===== src/logic/rbs_pkg.sv =====
package rbs_pkg;

    localparam int ADDR_W = 8;
    localparam int DATA_W = 24;
    localparam int NUM_CHECKS = 5;

    // register offsets
    localparam logic [7:0] OFS_FILTER_SETUP = 8'h00;
    localparam logic [7:0] OFS_USER_INFO_A  = 8'h2C;
    localparam logic [7:0] OFS_USER_INFO_B  = 8'h2D;
    localparam logic [7:0] OFS_CHECK_RESULT = 8'h2F;

    // field positions and reset values
    localparam int ALIGN_ENABLE_BIT = 0;
    localparam logic [23:0] FILTER_SETUP_RST = 24'h000000;
    localparam logic [23:0] USER_INFO_RST    = 24'h000000;
    localparam logic [23:0] CHECK_RESULT_RST = 24'h000000;
    localparam logic [3:0]  CHECK_PASS       = 4'hA;
    localparam logic [3:0]  CHECK_FAIL       = 4'hF;

    // timing
    localparam int CLK_KHZ         = 100_000;
    localparam int BUILT_IN_CHECK_RESULT_TIME_MS = 60;
    localparam int BUILT_IN_CHECK_RESULT_CYCLES = BUILT_IN_CHECK_RESULT_TIME_MS * CLK_KHZ;
    localparam int BOOT_LATCH_CYCLE = 4;
    localparam int MOD_DIV_CYCLES  = 50;
    localparam int WORD_PERIOD_CYCLES = 25_000;

    typedef enum logic [2:0] {
        ST_HOLD     = 3'b000,
        ST_TEST     = 3'b001,
        ST_EEPROM   = 3'b010,
        ST_WAIT_MCU = 3'b011,
        ST_RUN      = 3'b100
    } boot_state_e;

endpackage


===== src/logic/input_sync3.sv =====
`timescale 1ns/1ps
`default_nettype none

// three-stage synchroniser; a change counts once stages two and three agree
module input_sync3
(
    input  wire logic clk_i,
    input  wire logic nrst_i,
    input  wire logic async_i,
    output logic      level_o
);

    logic meta;
    logic stage2;
    logic stage3;

    always_ff @(posedge clk_i or negedge nrst_i)
    begin
        if (!nrst_i)
        begin
            meta    <= 1'b0;
            stage2  <= 1'b0;
            stage3  <= 1'b0;
            level_o <= 1'b0;
        end
        else
        begin
            meta   <= async_i;
            stage2 <= meta;
            stage3 <= stage2;
            if (stage2 == stage3)
            begin
                level_o <= stage3;
            end
        end
    end

endmodule // input_sync3

`default_nettype wire


===== src/logic/reset_boot_sync_control.sv =====
// Overview of operation
// - reset is active low; sequence starts when reset input returns high
// - after release, run self-tests of memories and execution unit before boot
// - self-test lasts 60 ms; configuration commands refused until it ends
// - each test writes one result nibble, A pass, F fail; all pass 0x0AAAAA
// - boot level latched after release; high is EEPROM, low is microcontroller
// - EEPROM mode fetches configuration itself, then starts filtering
// - microcontroller mode idles until configured and started by the controller
// - each sync rising edge yields align pulse retimed to modulator clock
// - align pulse generation gated by enable bit in filter setup register
// - align pulse restarts filter timing; next word one sample period later
// - sync at exactly the word rate leaves output cadence undisturbed
// - two user info registers hold any 24-bit value, no hardware effect
`timescale 1ns/1ps
`default_nettype none

module reset_boot_sync_control
    import rbs_pkg::*;
#(
    parameter int BUILT_IN_CHECK_RESULT_LEN = rbs_pkg::BUILT_IN_CHECK_RESULT_CYCLES,
    parameter int MOD_DIV      = rbs_pkg::MOD_DIV_CYCLES,
    parameter int WORD_PERIOD  = rbs_pkg::WORD_PERIOD_CYCLES
)
(
    input  wire logic                            clk_i,
    input  wire logic                            nrst_i,
    input  wire logic                            boot_mode_i,
    input  wire logic                            sync_i,
    input  wire logic [rbs_pkg::NUM_CHECKS-1:0]  check_fail_i,
    input  wire logic                            eeprom_done_i,
    input  wire logic                            filter_start_i,
    input  wire logic                            cfg_we_i,
    input  wire logic                            cfg_re_i,
    input  wire logic [rbs_pkg::ADDR_W-1:0]      cfg_addr_i,
    input  wire logic [rbs_pkg::DATA_W-1:0]      cfg_wdata_i,
    output logic                                 cfg_ready_o,
    output logic [rbs_pkg::DATA_W-1:0]           rdata_o,
    output logic                                 rd_valid_o,
    output logic                                 boot_eeprom_o,
    output logic                                 eeprom_fetch_o,
    output logic                                 filter_run_o,
    output logic                                 filter_restart_o,
    output logic                                 word_strobe_o,
    output logic                                 modulator_clk_o,
    output logic                                 modulator_align_pulse_o
);

    import rbs_pkg::*;

    localparam int PHASE_LEN = BUILT_IN_CHECK_RESULT_LEN / NUM_CHECKS;

    boot_state_e state;
    logic        rel_meta;
    logic        rel_sync;
    logic        boot_lvl;
    logic        sync_lvl;
    logic        sync_prev;
    logic        sync_rise;
    logic [31:0] test_cnt;
    logic [2:0]  phase;
    logic [23:0] filter_setup_word;
    logic [23:0] user_info_word_a;
    logic [23:0] user_info_word_b;
    logic [23:0] built_in_check_result;
    logic [31:0] mod_cnt;
    logic        mod_tick;
    logic        align_pending;
    logic        align_issue;
    logic [31:0] word_cnt;
    logic        cfg_write;
    logic        cfg_read;
    logic        align_enable;

    function automatic logic [23:0] read_reg(input logic [7:0] addr, input logic [23:0] setup,
                                             input logic [23:0] ua, input logic [23:0] ub,
                                             input logic [23:0] res);
        unique case (addr)
            OFS_FILTER_SETUP: return setup;
            OFS_USER_INFO_A:  return ua;
            OFS_USER_INFO_B:  return ub;
            OFS_CHECK_RESULT: return res;
            default:          return 24'h000000;
        endcase
    endfunction

    // reset release brought onto the clock
    always_ff @(posedge clk_i or negedge nrst_i)
    begin
        if (!nrst_i)
        begin
            rel_meta <= 1'b0;
            rel_sync <= 1'b0;
        end
        else
        begin
            rel_meta <= 1'b1;
            rel_sync <= rel_meta;
        end
    end

    input_sync3 u_boot_sync
    (
        .clk_i   (clk_i),
        .nrst_i  (nrst_i),
        .async_i (boot_mode_i),
        .level_o (boot_lvl)
    );

    input_sync3 u_sync_sync
    (
        .clk_i   (clk_i),
        .nrst_i  (nrst_i),
        .async_i (sync_i),
        .level_o (sync_lvl)
    );

    assign sync_rise    = sync_lvl && !sync_prev;
    assign mod_tick     = (mod_cnt == 32'(MOD_DIV - 1));
    assign align_issue  = mod_tick && align_pending;
    assign align_enable = filter_setup_word[ALIGN_ENABLE_BIT];
    assign cfg_write    = cfg_we_i && cfg_ready_o;
    assign cfg_read     = cfg_re_i && cfg_ready_o;

    // boot sequencer
    always_ff @(posedge clk_i or negedge nrst_i)
    begin
        if (!nrst_i)
        begin
            state    <= ST_HOLD;
            test_cnt <= 32'h0;
            phase    <= 3'h0;
        end
        else
        begin
            unique case (state)
                ST_HOLD:
                begin
                    if (rel_sync)
                    begin
                        state <= ST_TEST;
                    end
                end
                ST_TEST:
                begin
                    if (test_cnt == 32'(PHASE_LEN - 1))
                    begin
                        test_cnt <= 32'h0;
                        if (phase == 3'(NUM_CHECKS - 1))
                        begin
                            state <= boot_eeprom_o ? ST_EEPROM : ST_WAIT_MCU;
                        end
                        else
                        begin
                            phase <= phase + 3'h1;
                        end
                    end
                    else
                    begin
                        test_cnt <= test_cnt + 32'h1;
                    end
                end
                ST_EEPROM:
                begin
                    if (eeprom_done_i)
                    begin
                        state <= ST_RUN;
                    end
                end
                ST_WAIT_MCU:
                begin
                    if (filter_start_i)
                    begin
                        state <= ST_RUN;
                    end
                end
                ST_RUN:
                begin
                    state <= ST_RUN;
                end
                default:
                begin
                    state <= ST_HOLD;
                end
            endcase
        end
    end

    // boot level latched shortly after release, once the synchroniser has settled
    always_ff @(posedge clk_i or negedge nrst_i)
    begin
        if (!nrst_i)
        begin
            boot_eeprom_o <= 1'b0;
        end
        else if (state == ST_TEST && phase == 3'h0 && test_cnt == 32'(BOOT_LATCH_CYCLE))
        begin
            boot_eeprom_o <= boot_lvl;
        end
    end

    // self-test results, one nibble per test
    always_ff @(posedge clk_i or negedge nrst_i)
    begin
        if (!nrst_i)
        begin
            built_in_check_result <= CHECK_RESULT_RST;
        end
        else if (state == ST_TEST && test_cnt == 32'(PHASE_LEN - 1))
        begin
            built_in_check_result[4*phase +: 4] <= check_fail_i[phase] ? CHECK_FAIL
                                                                       : CHECK_PASS;
        end
    end

    // status outputs
    always_ff @(posedge clk_i or negedge nrst_i)
    begin
        if (!nrst_i)
        begin
            cfg_ready_o    <= 1'b0;
            eeprom_fetch_o <= 1'b0;
            filter_run_o   <= 1'b0;
        end
        else
        begin
            cfg_ready_o    <= (state == ST_EEPROM) || (state == ST_WAIT_MCU)
                           || (state == ST_RUN);
            eeprom_fetch_o <= (state == ST_EEPROM);
            filter_run_o   <= (state == ST_RUN);
        end
    end

    // configuration registers
    always_ff @(posedge clk_i or negedge nrst_i)
    begin
        if (!nrst_i)
        begin
            filter_setup_word <= FILTER_SETUP_RST;
            user_info_word_a  <= USER_INFO_RST;
            user_info_word_b  <= USER_INFO_RST;
        end
        else if (cfg_write)
        begin
            if (cfg_addr_i == OFS_FILTER_SETUP)
            begin
                filter_setup_word <= cfg_wdata_i;
            end
            if (cfg_addr_i == OFS_USER_INFO_A)
            begin
                user_info_word_a <= cfg_wdata_i;
            end
            if (cfg_addr_i == OFS_USER_INFO_B)
            begin
                user_info_word_b <= cfg_wdata_i;
            end
        end
    end

    always_ff @(posedge clk_i or negedge nrst_i)
    begin
        if (!nrst_i)
        begin
            rdata_o    <= 24'h000000;
            rd_valid_o <= 1'b0;
        end
        else
        begin
            rd_valid_o <= cfg_read;
            if (cfg_read)
            begin
                rdata_o <= read_reg(cfg_addr_i, filter_setup_word, user_info_word_a,
                                    user_info_word_b, built_in_check_result);
            end
        end
    end

    // modulator clock divider
    always_ff @(posedge clk_i or negedge nrst_i)
    begin
        if (!nrst_i)
        begin
            mod_cnt         <= 32'h0;
            modulator_clk_o <= 1'b0;
        end
        else
        begin
            mod_cnt         <= mod_tick ? 32'h0 : mod_cnt + 32'h1;
            modulator_clk_o <= (mod_cnt < 32'(MOD_DIV / 2));
        end
    end

    // sync edge held until the next modulator clock tick
    always_ff @(posedge clk_i or negedge nrst_i)
    begin
        if (!nrst_i)
        begin
            sync_prev     <= 1'b0;
            align_pending <= 1'b0;
        end
        else
        begin
            sync_prev     <= sync_lvl;
            align_pending <= (align_pending && !mod_tick) || (sync_rise && align_enable);
        end
    end

    // align pulse out: pin high for one modulator period, restart one cycle
    always_ff @(posedge clk_i or negedge nrst_i)
    begin
        if (!nrst_i)
        begin
            modulator_align_pulse_o <= 1'b0;
            filter_restart_o        <= 1'b0;
        end
        else
        begin
            filter_restart_o <= align_issue;
            if (mod_tick)
            begin
                modulator_align_pulse_o <= align_pending;
            end
        end
    end

    // output word cadence; a restart on the wrap cycle changes nothing
    always_ff @(posedge clk_i or negedge nrst_i)
    begin
        if (!nrst_i)
        begin
            word_cnt      <= 32'h0;
            word_strobe_o <= 1'b0;
        end
        else if (state != ST_RUN)
        begin
            word_cnt      <= 32'h0;
            word_strobe_o <= 1'b0;
        end
        else
        begin
            word_strobe_o <= (word_cnt == 32'(WORD_PERIOD - 1));
            if (word_cnt == 32'(WORD_PERIOD - 1) || align_issue)
            begin
                word_cnt <= 32'h0;
            end
            else
            begin
                word_cnt <= word_cnt + 32'h1;
            end
        end
    end

    // cycles since reset release, for checking only
    logic [31:0] age;
    always_ff @(posedge clk_i or negedge nrst_i)
    begin
        if (!nrst_i)
        begin
            age <= 32'h0;
        end
        else if (rel_sync && age != 32'hFFFFFFFF)
        begin
            age <= age + 32'h1;
        end
    end

    property p_release_starts;
        @(posedge clk_i) disable iff (!nrst_i)
        (state == ST_HOLD && rel_sync) |=> state == ST_TEST;
    endproperty
    a_release_starts: assert property (p_release_starts)
        else $error("sequence did not start on reset release");

    property p_tests_before_boot;
        @(posedge clk_i) disable iff (!nrst_i)
        (state == ST_EEPROM || state == ST_WAIT_MCU) |-> built_in_check_result[19:16] != 4'h0;
    endproperty
    a_tests_before_boot: assert property (p_tests_before_boot)
        else $error("boot entered before all tests finished");

    property p_no_early_cmd;
        @(posedge clk_i) disable iff (!nrst_i)
        cfg_ready_o |-> age >= 32'(BUILT_IN_CHECK_RESULT_LEN - NUM_CHECKS);
    endproperty
    a_no_early_cmd: assert property (p_no_early_cmd)
        else $error("commands accepted before self-test time elapsed");

    property p_first_nibble;
        @(posedge clk_i) disable iff (!nrst_i)
        (state == ST_TEST && phase == 3'h0 && test_cnt == 32'(PHASE_LEN - 1))
        |=> built_in_check_result[3:0] == ($past(check_fail_i[0]) ? CHECK_FAIL : CHECK_PASS);
    endproperty
    a_first_nibble: assert property (p_first_nibble)
        else $error("first test nibble wrong");

    property p_boot_path;
        @(posedge clk_i) disable iff (!nrst_i)
        ($past(state) == ST_TEST && state != ST_TEST) |-> (state == ST_EEPROM) == boot_eeprom_o;
    endproperty
    a_boot_path: assert property (p_boot_path)
        else $error("boot path does not match latched mode");

    property p_eeprom_done;
        @(posedge clk_i) disable iff (!nrst_i)
        (state == ST_EEPROM && eeprom_done_i) |=> state == ST_RUN ##1 filter_run_o;
    endproperty
    a_eeprom_done: assert property (p_eeprom_done)
        else $error("eeprom completion did not start filter");

    property p_mcu_idle;
        @(posedge clk_i) disable iff (!nrst_i)
        (state == ST_WAIT_MCU && !filter_start_i) |=> state == ST_WAIT_MCU;
    endproperty
    a_mcu_idle: assert property (p_mcu_idle)
        else $error("left idle without start command");

    property p_align_out;
        @(posedge clk_i) disable iff (!nrst_i)
        align_issue |=> filter_restart_o && modulator_align_pulse_o ##1 !filter_restart_o;
    endproperty
    a_align_out: assert property (p_align_out)
        else $error("align pulse not produced");

    property p_gate;
        @(posedge clk_i) disable iff (!nrst_i)
        (!align_enable && !align_pending) |=> !align_pending;
    endproperty
    a_gate: assert property (p_gate)
        else $error("sync pending while generation disabled");

    property p_restart;
        @(posedge clk_i) disable iff (!nrst_i)
        (align_issue && state == ST_RUN && word_cnt != 32'(WORD_PERIOD - 1))
        |=> word_cnt == 32'h0 ##1 !word_strobe_o;
    endproperty
    a_restart: assert property (p_restart)
        else $error("restart did not reset word timing");

    property p_cadence;
        @(posedge clk_i) disable iff (!nrst_i)
        (state == ST_RUN && word_cnt == 32'(WORD_PERIOD - 1)) |=> word_strobe_o;
    endproperty
    a_cadence: assert property (p_cadence)
        else $error("word strobe lost at cadence boundary");

    property p_user_a;
        @(posedge clk_i) disable iff (!nrst_i)
        (cfg_write && cfg_addr_i == OFS_USER_INFO_A) |=> user_info_word_a == $past(cfg_wdata_i);
    endproperty
    a_user_a: assert property (p_user_a)
        else $error("user info word not stored");

    c_eeprom_boot: cover property (@(posedge clk_i) disable iff (!nrst_i)
        state == ST_EEPROM ##1 state == ST_RUN);
    c_mcu_boot: cover property (@(posedge clk_i) disable iff (!nrst_i)
        state == ST_WAIT_MCU ##1 state == ST_RUN);
    c_align: cover property (@(posedge clk_i) disable iff (!nrst_i)
        align_issue && state == ST_RUN);

endmodule // reset_boot_sync_control

`default_nettype wire


===== config.mk =====
export PLATFORM = sky130hd
export DESIGN_NAME = reset_boot_sync_control
export DESIGN_NICKNAME = d
export VERILOG_FILES = /design/src/logic/rbs_pkg.sv /design/src/logic/input_sync3.sv /design/src/logic/reset_boot_sync_control.sv
export SDC_FILE = /design/constraint.sdc
export NUM_CORES = 1
export LEC_CHECK = 0
export ABC_AREA = 0
export BUFFER_PORTS_ARGS = -buffer_cell sky130_fd_sc_hd__buf_4
export CAP_MARGIN = 10
export CORE_MARGIN = 1.5
export CORE_UTILIZATION = 40
export CTS_CLUSTER_DIAMETER = 60
export DETAILED_ROUTE_END_ITERATION = 8
export PLACE_DENSITY_LB_ADDON = 0.15
export SETUP_SLACK_MARGIN = 0.1
export SYNTH_ARGS = -nofsm -noshare
export SYNTH_HDL_FRONTEND = slang
export SYNTH_SLANG_ARGS = --single-unit

===== constraint.sdc =====
create_clock -name clk_i -period 4.2 [get_ports clk_i]
set_input_delay 0.42 -clock clk_i [delete_from_list [all_inputs] [get_ports clk_i]]
set_output_delay 0.42 -clock clk_i [all_outputs]
set_load 0.05 [all_outputs]

# Yosys cells after proc, flatten, opt, wreduce, memory -nomap -nowiden
# Cells that the tools add are included.
# Widths: inputs -> output; s select.
[totals]
inputBits = 45
register_bits = 243
word_cells = 101
out_inout_bits = 33
[op_classes]
order_cmp = 2
eq_ne = 20
n_bitwise = 1
n_mux = 17
n_shift = 2
n_addsub = 5
reduce_logical = 23
[ops]
columns = ["operator", "n"]
rows = [
  ["$mux 32", 4],
  ["$add 32x1->32 const B", 3],
  ["$pmux 24 s4", 1],
  ["$neg 5->34", 1],
  ["$shift 4x34->24 const A", 1],
  ["$shiftx 4x34->24", 1],
  ["$eq 32x15->1 const B", 1],
  ["$eq 32x21->1 const B", 1],
  ["$eq 32x3->1 const B", 1],
  ["$eq 32x6->1 const B", 1],
  ["$lt 32x5->1 const B", 1],
  ["$bwmux 24", 1],
  ["$eq 8x6->1 const B", 3],
  ["$mux 3", 6],
  ["$pmux 3 s5", 1],
  ["$ne 2x2->1 const B", 5],
  ["$logic_and 1x1->1", 9],
  ["$logic_not 8->1", 1],
  ["$eq 3x2->1 const B", 2],
  ["$eq 3x3->1 const B", 2],
  ["$logic_not 3->1", 2],
  ["$reduce_and 2->1", 3],
  ["$reduce_and 5->1", 1],
  ["$logic_or 1x1->1", 4],
  ["other kinds (10)", 14],
]

# Longest topological paths before layout
# Gate-level depths: netlist (run 1).
[depth]
ltp_word = 5
depth_mapped = 9
depth_no_buf = 8

# Hierarchy
# A second synthesis (run 1) with hierarchy kept.
[hier_totals]
hier_cells = 895
area_unflattened_um2 = 10438.8
[modules_own_cells]
columns = ["mod", "cells_per_inst", "n_inst", "area_each_um2", "seq_area_each_um2"]
rows = [
  ["reset_boot_sync_control", 885, 1, 10216.0, 5580.4],
  ["input_sync3", 5, 2, 111.4, 100.1],
]

# Worst setup path before layout (run 1)
# No wires, ideal clock.
[synth_path]
kind = "input port to flip-flop"
startpoint = "input cfg_addr_i[4] (netlist name)"
endpoint = "register user_info_word_b[10]"
cell_stages = 6
arrival_ns = 2.047
setup_time_ns = 0.125
n_path_buf = 2
required_ns = 4.075
slack_ns = 2.028
cell_sequence = "or3_4 or3b_1 buf_2 nor3_4 buf_6 mux2_2"
[synth_via]
elab_chain_cells = 2
[synth_rtl]
columns = ["element", "line", "rtl"]
rows = [
  ["start, declared", "reset_boot_sync_control.sv:34", "input wire logic [rbs_pkg::ADDR_W-1:0] cfg_addr_i,"],
  ["$eq 8x6->1", "reset_boot_sync_control.sv:252", "if (cfg_addr_i == OFS_USER_INFO_B)"],
  ["$reduce_and 2->1 (no line)", "--", ""],
  ["end signal, assigned", "reset_boot_sync_control.sv:254", "user_info_word_b <= cfg_wdata_i;"],
  ["end, declared", "reset_boot_sync_control.sv:63", "logic [23:0] user_info_word_b;"],
]
# No other way between the ends.
# A chain may end at the register's enable or synchronous reset.

# Worst setup path after layout (run 1)
[layout_path]
startpoint = "register test_cnt[12]"
endpoint = "register built_in_check_result[2]"
[layout_via]
elab_chain_cells = 2
[layout_rtl]
columns = ["element", "line", "rtl"]
rows = [
  ["start, declared", "reset_boot_sync_control.sv:59", "logic [31:0] test_cnt;"],
  ["start signal, assigned", "reset_boot_sync_control.sv:159", "test_cnt <= test_cnt + 32'h1;"],
  ["$eq 32x21->1", "reset_boot_sync_control.sv:208", "else if (state == ST_TEST && test_cnt == 32'(PHASE_LEN - 1))"],
  ["$logic_and 1x1->1", "reset_boot_sync_control.sv:208", ""],
  ["end signal, assigned by index", "reset_boot_sync_control.sv:210", "built_in_check_result[4*phase +: 4] <= check_fail_i[phase] ? CHECK_FAIL"],
  ["end, declared", "reset_boot_sync_control.sv:64", "logic [23:0] built_in_check_result;"],
]
# No other way between the ends.

==> summary.txt, run 1 <==
Power
  • Switch share: 22.9%
  • Cell Int Power: 3790 uW
  • Logic pwr share: 4.9%
  • PwrDens: 395 mW/mm^2
  • P_leak: 0.00568 uW
  • Worst VDD drop: 0.000311 V
  • Clock share of power: 47.9%
  • Part of the power in registers: 47.2%
  • Switch Pwr: 1120 uW

Outcome
  • Status: completed

Clock network
  • CTS tree: built
  • Clk pin slew, worst setup/hold paths: 0.06 ns
  • Worst-Skew Late Latency: 0.53 ns
  • Number of buffers created by CTS: 27
  • Root Driver: clkbuf_16
  • Setup Buffers After CTS: 0
  • Max clock buf depth: 3
  • Post-CTS resize count: 0
  • Clock Sink Count: 231
  • H-tree levels: 1

Synth
  • Synth warnings: 0
  • Netlist Area Pre-Place: 0.0106 sq mm
  • Post-Syn Instances: 898
  • Synthesized flop and latch total: 231
  • Asr flop ratio synth: 100%
  • Post-Syn Nets: 958
  • Post-synth cell types: 54
  • EDFF count, synth: 0
  • Synthesized area per cell: 11.8 sq um
  • Register area share after synthesis: 54.8%
  • Most common flop cell mapped by yosys: dfrtp_1

STA
  • Final worst path period need: 2.67 ns
  • Least-Margin Pin Slew: 1.04 ns
  • Final slew viol count: 0
  • Fmax: 0.375 GHz
  • Setup WS post-layout: 1.53 ns
  • Final Cycle Share: 63.5%
  • Fin. Hold Viols: 0
  • TNS Setup: 0 ns
  • Relative slew slack: 30.9%
  • Finish-stage setup viols: 0
  • Worst hold slack: 0.142 ns
  • RSZ-0062 raised after global routing: false
  • Layout Skew: 0.00872 ns

Routing
  • Drt first-iter violations: 370
  • Vias/cell: 5.25
  • Routed len/inst: 16.6 um
  • Final wirelength: 22.2 mm
  • Drt pass-1 iters: 4
  • Final ANT Viol Nets: 0
  • DRC Markers: 0
  • DR vias: 7,005

Global route
  • Congestion Overflow GR: 0
  • Pin count of the biggest net entering global routing: 101
  • Initial antenna violation count: 1
  • GRT Util Overall: 16.6%
  • Vias in the first global route: 6,925
  • First-pass GRT wire length: 36.4 mm

Layout
  • Layout Area Growth over Synthesis: 17.8%
  • Fin cells: 1,335
  • Fin nets: 1,040
  • Share of cells above drive strength 1: 23.6%
  • Commonest non-fill, non-tap cell in the layout: dfrtp_1
  • Fin area: 0.0124 sq mm
  • Most frequent cells in the layout: dfrtp_1, buf_4, mux2_2
  • Reg area: 0.00578 sq mm
  • Multi-input gate area: 0.00453 sq mm
  • Layout fillers: 2,417

Setup path
  • CP Max Fanout: 8
  • Crit Path Class: register to register
  • CP Cell Sequence: nor4_1, nand4_1, nor4_4, buf_4, nor3b_1, mux2_2
  • Crit path required time: 4.61 ns
  • Slowest cell on crit path: nor4_4
  • CP max stage delay: 0.55 ns
  • CP Capture Type: register
  • Setup crit start kind: register
  • Critical path data arrival time: 3.08 ns

Floorplan
  • Die Span X: 165 um
  • Die area: 0.0274 sq mm
  • Boundary Pins: 78
  • Initial Util: 40.6%
  • Core Footprint: 0.0260 sq mm
  • # rows: 59
  • Die height: 165 um

Place
  • Post-place setup slack: 1.25 ns
  • IO Port Bufs: 77
  • Placer Congestion: 0.733
  • Placed inst area: 0.0115 sq mm
  • DPL Wire Length: 14.8 mm
  • Placed Cells incl. Taps: 1,283

Worst hold path
  • Hold Crit Class: input pin to register

Flow run
  • Max cap viols: 0
## flip-flops by register name (all words and copies together) (netlist names), 3 cells and up
signal,flops
phase,3
state,3
mod_cnt,32
word_cnt,32
built_in_check_result,12
user_info_word_a,24
test_cnt,32
user_info_word_b,24
rdata_o,24
filter_setup_word,24
## final timing paths
| kind | start | to | slack (ns) | depth (start not counted) |
|---|---|---|---|---|
| setup / recovery | test_cnt[12]$_DFFE_PN0P_ | built_in_check_result[2]$_DFFE_PN0P_ | 1.53 | 6 |
| hold / removal | cfg_wdata_i[16] | filter_setup_word[16]$_DFFE_PN0P_ | 0.14 | 2 |
| setup reg to reg | test_cnt[12]$_DFFE_PN0P_ | built_in_check_result[2]$_DFFE_PN0P_ | 1.53 | 6 |
| hold reg to reg | rel_meta$_DFF_PN0_ | rel_sync$_DFF_PN0_ | 0.35 | 0 |
| max in group asynchronous | nrst_i | rel_meta$_DFF_PN0_ | 2.68 | 3 |
| min in group asynchronous | nrst_i | filter_setup_word[12]$_DFFE_PN0P_ | 0.52 | 2 |
## power groups by stage
stage,combinational (uW),clock [uW],sequential (uW)
floorplan,111,0,2360
global placement,245,0,2360
detailed placement,247,0,2360
CTS,249,2420,2320
global route,274,2510,2320
finish,242,2360,2320
## worst max-delay path: cells and delay by family (launching register included)
family,cells,cell delay [ns]
multiplexers,1,0.37
AND/OR/NAND/NOR,4,1.52
buffers and inverters,1,0.25
flip-flops,1,0.42
## area by class of cell
type	instances	area share (%)
Clock buffer	36	6.27
Multi-Input combinational cell	607	36.5
Sequential cell	231	46.5
Tap cell	335	3.37
Clock inverter	12	1.01
Antenna cell	1	0.0201
Inverter	22	0.664
Timing Repair Buffer	91	5.72
## per-layer routing
metal / vias to the layer above / global-route usage (%) / wire (um)
li1: 3385 / - / -
met3: 34 / 2.77 / 983
met1: 3465 / 23.3 / 10600
met4: 0 / 4.75 / 439
met2: 121 / 26.4 / 10100
met5: - / 0 / 0
## cells in the mapped netlist (all sizes together) (15+ instances only)
master / instances / area, sq um
mux2i: 29 / 290
nand4: 21 / 131
a22o: 24 / 210
and3: 15 / 93.8
ha: 15 / 188
mux2: 82 / 923
nand3: 43 / 215
nor4: 27 / 211
a22oi: 24 / 180
o22ai: 25 / 156
nor3: 25 / 146
xor2: 22 / 193
xnor2: 69 / 604
dfrtp: 231 / 5780
nand2: 45 / 169
clkbuf: 24 / 90.1
nor2: 72 / 270
inv: 22 / 82.6
## per-stage QoR
| stage | util (%) | power, uW |
|---|---|---|
| 2_1_floorplan | - | 2470 |
| 3_3_place_gp | 44.2 | 2600 |
| 3_5_place_dp | 44.2 | 2600 |
| 4_1_cts | 47.8 | 4990 |
| 5_1_grt | 47.8 | 5110 |
| 6_report | 47.8 | 4910 |
## cell families (layout without fill, tap and decap cells)
logic type,Yosys count,in the layout,synth area share (%)
AOI/OAI and AO/OA,87,87,6.15
xor gates and xnor gates,91,91,7.55
adders and majority gates,17,17,1.97
buffers and inverters,60,161,2.40
DFF,231,231,54.8
muxes,111,111,11.5
other,1,2,0.0355
and+or+nand+nor,300,300,15.6
## repair_timing
item / 4_1_cts / 5_1_grt
endpoints found under the hold margin: 100 / 0
endpoints found under the setup margin: 0 / 0
hold buffers: 3 / 0
Note: power is estimated with default switching activity, not from simulation.
==> run 2: changes to the inputs <==
--- a/config.mk
+++ b/config.mk
@@ -5,7 +5,7 @@
 export SDC_FILE = /design/constraint.sdc
 export NUM_CORES = 1
 export LEC_CHECK = 0
-export ABC_AREA = 0
+export ABC_AREA = 1
 export BUFFER_PORTS_ARGS = -buffer_cell sky130_fd_sc_hd__buf_4
 export CAP_MARGIN = 10
 export CORE_MARGIN = 1.5
==> constraint.sdc (replaced) <==
create_clock -name clk_i -period 2.7 [get_ports clk_i]
set_input_delay 0.27 -clock clk_i [delete_from_list [all_inputs] [get_ports clk_i]]
set_output_delay 0.27 -clock clk_i [all_outputs]
set_load 0.05 [all_outputs]
==> run 2 against run 1 <==
Critical path depth grew 4; via count grew 47%; design area grew 15%; highest routed layer unchanged.
==> summary.txt, run 2 <==
Clock network
  • CTS tree: built
  • Number of buffers created by CTS: 28 (+3.7%)
  • H-tree levels: 1 (unchanged)
  • Setup Buffers After CTS: 0 (unchanged)
  • Clock Sink Count: 231 (unchanged)
  • Root Driver: clkbuf_16
  • Max clock buf depth: 3 (unchanged)
  • Worst-Skew Late Latency: 0.54 ns (about the same)
  • Clk pin slew, worst setup/hold paths: 0.06 ns (about the same)

Routing
  • Drt first-iter violations: 637 (+72%)
  • DR vias: 10,300 (+47%)
  • Drt pass-1 iters: 5 (+1)
  • Final ANT Viol Nets: 0 (unchanged)
  • Vias/cell: 4.80 (-8.5%)
  • Routed len/inst: 14.0 um (-16%)
  • DRC Markers: 0 (unchanged)
  • Final wirelength: 30.0 mm (+35%)

STA
  • Fin. Hold Viols: 0 (unchanged)
  • Relative slew slack: 31.8% (+0.90 points)
  • Fmax: 0.449 GHz (+20%)
  • TNS Setup: 0 ns (unchanged)
  • Layout Skew: 0.00906 ns (+0.000338 ns)
  • Worst hold slack: 0.0170 ns (-0.125 ns)
  • RSZ-0062 raised after global routing: false
  • Least-Margin Pin Slew: 1.02 ns (-0.0171 ns)
  • Final worst path period need: 2.23 ns (-0.439 ns)
  • Final slew viol count: 0 (unchanged)
  • Finish-stage setup viols: 0 (unchanged)
  • Final Cycle Share: 82.6% (+19 points)

Synth
  • Asr flop ratio synth: 100% (unchanged)
  • Post-synth top area cell: dfrtp_1
  • Synth cell count leaders: nand2_1, dfrtp_1, nor2_1, inv_1, nand3_1
  • Synth top area cells: dfrtp_1, nand2_1, nor2_1, inv_1, nand3_1
  • Top-area cell type share of the netlist area: 46.7% (-8.1 points)
  • Synth warnings: 0 (unchanged)
  • Register area share after synthesis: 46.7% (-8.1 points)
  • Synthesized area per cell: 7.53 sq um (-36%)
  • Post-Syn Instances: 1,644 (+83%)
  • Post-Syn Nets: 1,704 (+78%)
  • Synthesized flop and latch total: 231 (unchanged)
  • Netlist Area Pre-Place: 0.0124 sq mm (+17%)
  • Count leader, synth: nand2_1
  • Most common flop cell mapped by yosys: dfrtp_1
  • Post-synth cell types: 36 (-33%)
  • EDFF count, synth: 0 (unchanged)

Power
  • Worst VDD drop: 0.000472 V (+52%)
  • PwrDens: 555 mW/mm^2 (+40%)
  • P_leak: 0.00716 uW (+26%)
  • Clock share of power: 46.8% (-1.1 points)
  • Part of the power in registers: 45.7% (-1.5 points)
  • Cell Int Power: 5950 uW (+57%)
  • Switch share: 25.2% (+2.4 points)
  • Logic pwr share: 7.5% (+2.6 points)
  • Total power: 7960 uW (+62%)
  • Switch Pwr: 2010 uW (+79%)

Layout
  • Regs by FF count: mod_cnt x32, test_cnt x32, word_cnt x32
  • Multi-input gate area: 0.00561 sq mm (+24%)
  • Ant diodes: 0 (-1)
  • Most frequent cells in the layout: nand2_1, dfrtp_1, nor2_1
  • Fin area: 0.0143 sq mm (+15%)
  • Reg area: 0.00578 sq mm (unchanged)
  • Layout Area Growth over Synthesis: 15.8%
  • Layout fillers: 3,071 (+27%)
  • Share of cells above drive strength 1: 11.9% (-12 points)
  • Fin cells: 2,149 (+61%)
  • Fin nets: 1,791 (+72%)
  • Commonest non-fill, non-tap cell in the layout: nand2_1

Floorplan
  • Core Footprint: 0.0305 sq mm (+17%)
  • Boundary Pins: 78 (unchanged)
  • Die height: 179 um (+8.2%)
  • Initial Util: 40.6% (about the same)
  • # rows: 64 (+8.5%)
  • Die Span X: 179 um (+8.2%)
  • Die area: 0.0320 sq mm (+17%)

Place
  • Placed inst area: 0.0134 sq mm (+16%)
  • IO Port Bufs: 77 (unchanged)
  • Placed Cells incl. Taps: 2,094 (+63%)
  • Placer Congestion: 0.909 (+24%)
  • DPL Wire Length: 21.3 mm (+44%)

Worst hold path
  • Hold Crit Class: input pin to register
  • Hold-critical path depth: 3 (+1)

Setup path
  • Worst Setup EP: built_in_check_result[18]$_DFFE_PN0P_
  • Worst r2r path cells: 10 (+4)
  • CP Max Fanout: 11 (+3)
  • R2R Setup Slk: 0.47 ns (-1.06 ns)
  • Setup crit start kind: register
  • Critical path data arrival time: 2.65 ns (-0.43 ns)
  • Crit path required time: 3.13 ns (-1.48 ns)
  • CP Capture Type: register
  • R2R Path Start: phase[0]$_DFFE_PN0P_
  • Crit Path Class: register to register
  • Critical path launch point: phase[0]$_DFFE_PN0P_
  • R2r endpoint: built_in_check_result[18]$_DFFE_PN0P_

Flow run
  • Max cap viols: 0 (unchanged)

Global route
  • Congestion Overflow GR: 0 (unchanged)
  • GRT Util Overall: 19.5% (+2.9 points)
  • Pin count of the biggest net entering global routing: 89 (-12%)
  • Initial antenna violation count: 0 (-1)
  • Vias in the first global route: 9,921 (+43%)
  • First-pass GRT wire length: 50.2 mm (+38%)

Outcome
  • Status: completed
==> run 2: cell types whose count changed after synthesis, sizes merged, moves of 25 or more <==
cell / previous run / this run
mux2: 82 / 0
mux2i: 29 / 0
nor2: 72 / 241
o22ai: 25 / 0
o21ai: 2 / 111
nand3: 43 / 125
nor4: 27 / 1
nand2: 45 / 538
inv: 22 / 195
xnor2: 69 / 10
xor2: 22 / 47
==> run 2: critical path: stages (launching register included) <==
cell,delay (ns)
dfrtp_1,0.54
inv_1,0.11
ha_1,0.26
ha_1,0.41
inv_1,0.10
nor2_1,0.13
inv_1,0.07
nor4_1,0.17
inv_1,0.12
o21ai_1,0.14
nand2_1,0.06
==> run 2: layout make-up <==
class / count / area share [%]
Timing Repair Buffer: 97 / 5.45
Tap cell: 396 / 3.46
Inverter: 195 / 5.11
Sequential cell: 231 / 40.3
Clock inverter: 13 / 0.733
Multi-Input combinational cell: 1178 / 39.2
Clock buffer: 39 / 5.74
==> run 2: cell families (layout without fill, tap and decap cells) <==
group / after synthesis / after routing / synth area share [%]
buffers and inverters: 235 / 344 / 7.95
xor gates and xnor gates: 57 / 57 / 4.03
DFF: 231 / 231 / 46.7
AOI/OAI and AO/OA: 115 / 115 / 4.92
other: 1 / 1 / 0.0303
adders and majority gates: 17 / 17 / 1.68
and+or+nand+nor: 988 / 988 / 34.7
==> run 2: metal layers <==
layer	part of all wire (%)	wire [um]	vias up	GRT usage, %
met5	0	0	-	0
met2	44	13300	181	30.9
met4	1.2	363	0	4.17
met1	49	14800	4799	28.2
met3	4.9	1480	27	2.84
li1	-	-	5315	-
==> run 2: how the worst min path moves through the flow <==
stage	start	endpoint	slack (ns)
3_5_place_dp	rel_meta$_DFF_PN0_	rel_sync$_DFF_PN0_	0.34
2_1_floorplan	nrst_i	align_pending$_DFF_PN0_	-0.03
6_report	cfg_wdata_i[16]	user_info_word_a[16]$_DFFE_PN0P_	0.02
5_1_grt	cfg_wdata_i[16]	filter_setup_word[16]$_DFFE_PN0P_	0.004
4_1_cts	cfg_wdata_i[17]	filter_setup_word[17]$_DFFE_PN0P_	0.004
3_3_place_gp	rel_meta$_DFF_PN0_	rel_sync$_DFF_PN0_	0.33
==> run 2: timing repair <==
item	CTS	global route
endpoints found under the hold margin	85	0
hold buffers	3	0
resized for setup	0	0
==> run 2: power by group through the flow <==
stage / Clock (uW) / Combinational, uW / Sequential, uW
after global placement: 0 / 596 / 3690
after CTS: 3820 / 607 / 3640
after global routing: 3990 / 676 / 3650
final: 3730 / 595 / 3630
after floorplan: 0 / 346 / 3680
after detailed placement: 0 / 605 / 3690
==> run 2: per-stage QoR <==
stage / util [%] / worst slack [ns]
floorplan: - / 0.586
global placement: 43.8 / 0.573
detailed placement: 43.8 / 0.497
CTS: 47.0 / 0.479
global route: 47.0 / 0.216
finish: 47.0 / 0.471
==> run 3: changes to the inputs <==
--- a/config.mk
+++ b/config.mk
@@ -5,7 +5,7 @@
 export SDC_FILE = /design/constraint.sdc
 export NUM_CORES = 1
 export LEC_CHECK = 0
-export ABC_AREA = 1
+export ABC_AREA = 0
 export BUFFER_PORTS_ARGS = -buffer_cell sky130_fd_sc_hd__buf_4
 export CAP_MARGIN = 10
 export CORE_MARGIN = 1.5
==> constraint.sdc (replaced) <==
create_clock -name clk_i -period 2.2 [get_ports clk_i]
set_input_delay 0.22 -clock clk_i [delete_from_list [all_inputs] [get_ports clk_i]]
set_output_delay 0.22 -clock clk_i [all_outputs]
set_load 0.05 [all_outputs]
==> run 3 against run 2 <==
Worst setup slack worse by 0.41 ns; critical endpoint is now built_in_check_result[10]$_DFFE_PN0P_; power up 17%; critical path depth down 2; clock-buffer cell count down 5; critical path type unchanged.
==> summary.txt, run 3 (synthesis results as in run 1) <==
Power
  • Worst VDD drop: 0.000619 V (+31%)
  • P_leak: 0.00610 uW (-15%)
  • Total power: 9350 uW (+17%)
  • PwrDens: 706 mW/mm^2 (+27%)

Layout
  • Layout Area Growth over Synthesis: 25.4%
  • Most frequent cells in the layout: dfrtp_1, buf_4, mux2_2
  • Commonest non-fill, non-tap cell in the layout: dfrtp_1
  • Ant diodes: 0 (unchanged)
  • Fin nets: 1,120 (-37%)
  • Share of cells above drive strength 1: 28.3% (+16 points)
  • Final core utilization: 50.9% (+4.0 points)
  • Fin area: 0.0132 sq mm (-7.6%)
  • Regs by FF count: mod_cnt x32, test_cnt x32, word_cnt x32

Setup path
  • CP Capture Type: register
  • Delay-heaviest family, CP: simple AND/OR/NAND/NOR gates
  • Setup crit start kind: register
  • CP Cell Sequence: nor4_2, buf_4, nand4_1, buf_4, nor4_4, buf_4, nand3_2, mux2_2
  • Critical path data arrival time: 2.55 ns (-0.10 ns)
  • Critical Path Most Common Cell: buf_4
  • Crit Path Class: register to register
  • CP Max Fanout: 3 (-8)
  • CP max stage delay: 0.39 ns (-0.15 ns)
  • Crit path required time: 2.61 ns (-0.52 ns)
  • Worst path bufs/invs: 3 (-1)
  • Slowest cell on crit path: dfrtp_1

Global route
  • GRT met1 Usage: 23.6% (-4.5 points)
  • Initial antenna violation count: 0 (unchanged)
  • GR peak layer: met2
  • Pin count of the biggest net entering global routing: 75 (-16%)
  • First-pass GRT wire length: 37.5 mm (-25%)
  • Vias in the first global route: 7,255 (-27%)
  • Congestion Overflow GR: 0 (unchanged)
  • GRT Util Overall: 17.1% (-2.4 points)
  • Grt met3 use: 2.35% (-0.49 points)
  • Grt met2 use: 28.7% (-2.2 points)

Clock network
  • Clock Sink Count: 231 (unchanged)
  • Worst-Skew Late Latency: 0.53 ns (about the same)
  • Root Driver: clkbuf_16
  • Max clock buf depth: 3 (unchanged)
  • H-tree levels: 1 (unchanged)
  • Number of buffers created by CTS: 26 (-7.1%)
  • Clk pin slew, worst setup/hold paths: 0.06 ns (about the same)
  • CTS tree: built

Floorplan
  • Die Span X: 165 um (-7.5%)
  • Boundary Pins: 78 (unchanged)
  • # rows: 59 (-7.8%)
  • Initial Util: 40.6% (about the same)
  • Die area: 0.0274 sq mm (-15%)
  • Core Footprint: 0.0260 sq mm (-15%)
  • Die height: 165 um (-7.5%)

Place
  • Placed inst area: 0.0119 sq mm (-11%)
  • DPL Wire Length: 15.4 mm (-27%)
  • Placer Congestion: 0.774 (-15%)
  • IO Port Bufs: 77 (unchanged)

STA
  • Fin. Hold Viols: 0 (unchanged)
  • Final worst path period need: 2.14 ns (-0.0875 ns)
  • Relative slew slack: 59.6% (+28 points)
  • Layout Skew: 0.0192 ns (+0.0101 ns)
  • Final slew viol count: 0 (unchanged)
  • Finish-stage setup viols: 0 (unchanged)
  • RSZ-0062 raised after global routing: true
  • Least-Margin Pin Slew: 0.605 ns (-0.414 ns)
  • Fmax: 0.467 GHz (+4.1%)
  • Final Cycle Share: 97.3% (+15 points)

Routing
  • DRC Markers: 0 (unchanged)
  • Final wirelength: 22.9 mm (-24%)
  • Drt first-iter violations: 406 (-36%)
  • Routed len/inst: 16.2 um (+16%)
  • DR vias: 7,317 (-29%)
  • Drt pass-1 iters: 4 (-1)
  • Final ANT Viol Nets: 0 (unchanged)
  • Vias/cell: 5.17 (+7.7%)

Outcome
  • Status: completed

Worst hold path
  • Hold Crit Class: input pin to register

Flow run
  • Max cap viols: 0 (unchanged)
==> run 3: cell count changes in the layout (fill, tap and decap cells not counted), moves of 29 or more <==
cell,previous run,this run
o21ai_1,53,0
mux2i_1,0,29
xnor2_1,10,69
nand2_1,527,45
nor2_1,213,72
o21ai_0,50,2
buf_4,90,139
nand3_1,122,40
inv_1,188,21
mux2_2,0,77
==> run 3: repair_timing <==
action                                  in CTS  in global routing
buffers inserted                             3                  3
endpoints found under the hold margin      140                  0
resized for setup                            6                 16
pin swaps                                    5                  4
hold buffers                                27                  0
endpoints found under the setup margin       8                 38
==> run 3: final timing paths <==
check / cells after the start / start / endpoint / slack [ns]
worst max-delay path: 8 / test_cnt[31]$_DFFE_PN0P_ / built_in_check_result[10]$_DFFE_PN0P_ / 0.06
worst min-delay path: 4 / cfg_re_i / rd_valid_o$_DFF_PN0_ / 0.19
max in group asynchronous: 3 / nrst_i / phase[1]$_DFFE_PN0P_ / 1.26
worst max register to register: 8 / test_cnt[31]$_DFFE_PN0P_ / built_in_check_result[10]$_DFFE_PN0P_ / 0.06
worst min register to register: 0 / u_boot_sync.meta$_DFF_PN0_ / u_boot_sync.stage2$_DFF_PN0_ / 0.35
min in group asynchronous: 2 / nrst_i / filter_setup_word[7]$_DFFE_PN0P_ / 0.26
==> run 3: worst reg2reg max path, stage by stage (launching register included) <==
cell     delay [ns]
dfrtp_1        0.39
nor4_2         0.26
buf_4          0.15
nand4_1        0.18
buf_4          0.22
nor4_4         0.22
buf_4          0.21
nand3_2        0.11
mux2_2         0.31
==> run 3: routing by layer <==
layer	share of wire [%]	vias up	routed length, um
li1	-	3558	-
met1	48	3627	11000
met2	47	107	10800
met3	3.4	25	775
met4	1.5	0	335
met5	0	-	0
==> run 3: metrics by stage <==
step / hold slack, ns / setup WS (ns) / std cells / TNS (ns)
after global placement: 0.240 / -0.0232 / 1334 / -0.0287
after global routing: 0.195 / -0.0373 / 1414 / -0.126
after floorplan: -0.0756 / 0.129 / 898 / 0
after CTS: 0.179 / 0.0645 / 1411 / 0
final: 0.192 / 0.0584 / 1414 / 0
after detailed placement: 0.242 / -0.131 / 1334 / -0.167
==> run 3: power breakdown <==
group          internal [uW]  switching (uW)
combinational            243             298
clock                   2600            1780
sequential              4330            93.5
==> run 3: layout make-up <==
| cell class | count | area (sq um) |
|---|---|---|
| fillers | 2362 | 12700 |
| flip-flops and latches | 231 | 5780 |
| repair buffers | 172 | 1430 |
| clock inverters | 13 | 150 |
| multi-input cells | 607 | 4650 |
| inverters | 22 | 82.6 |
| well taps | 335 | 419 |
| clock buffers | 34 | 731 |
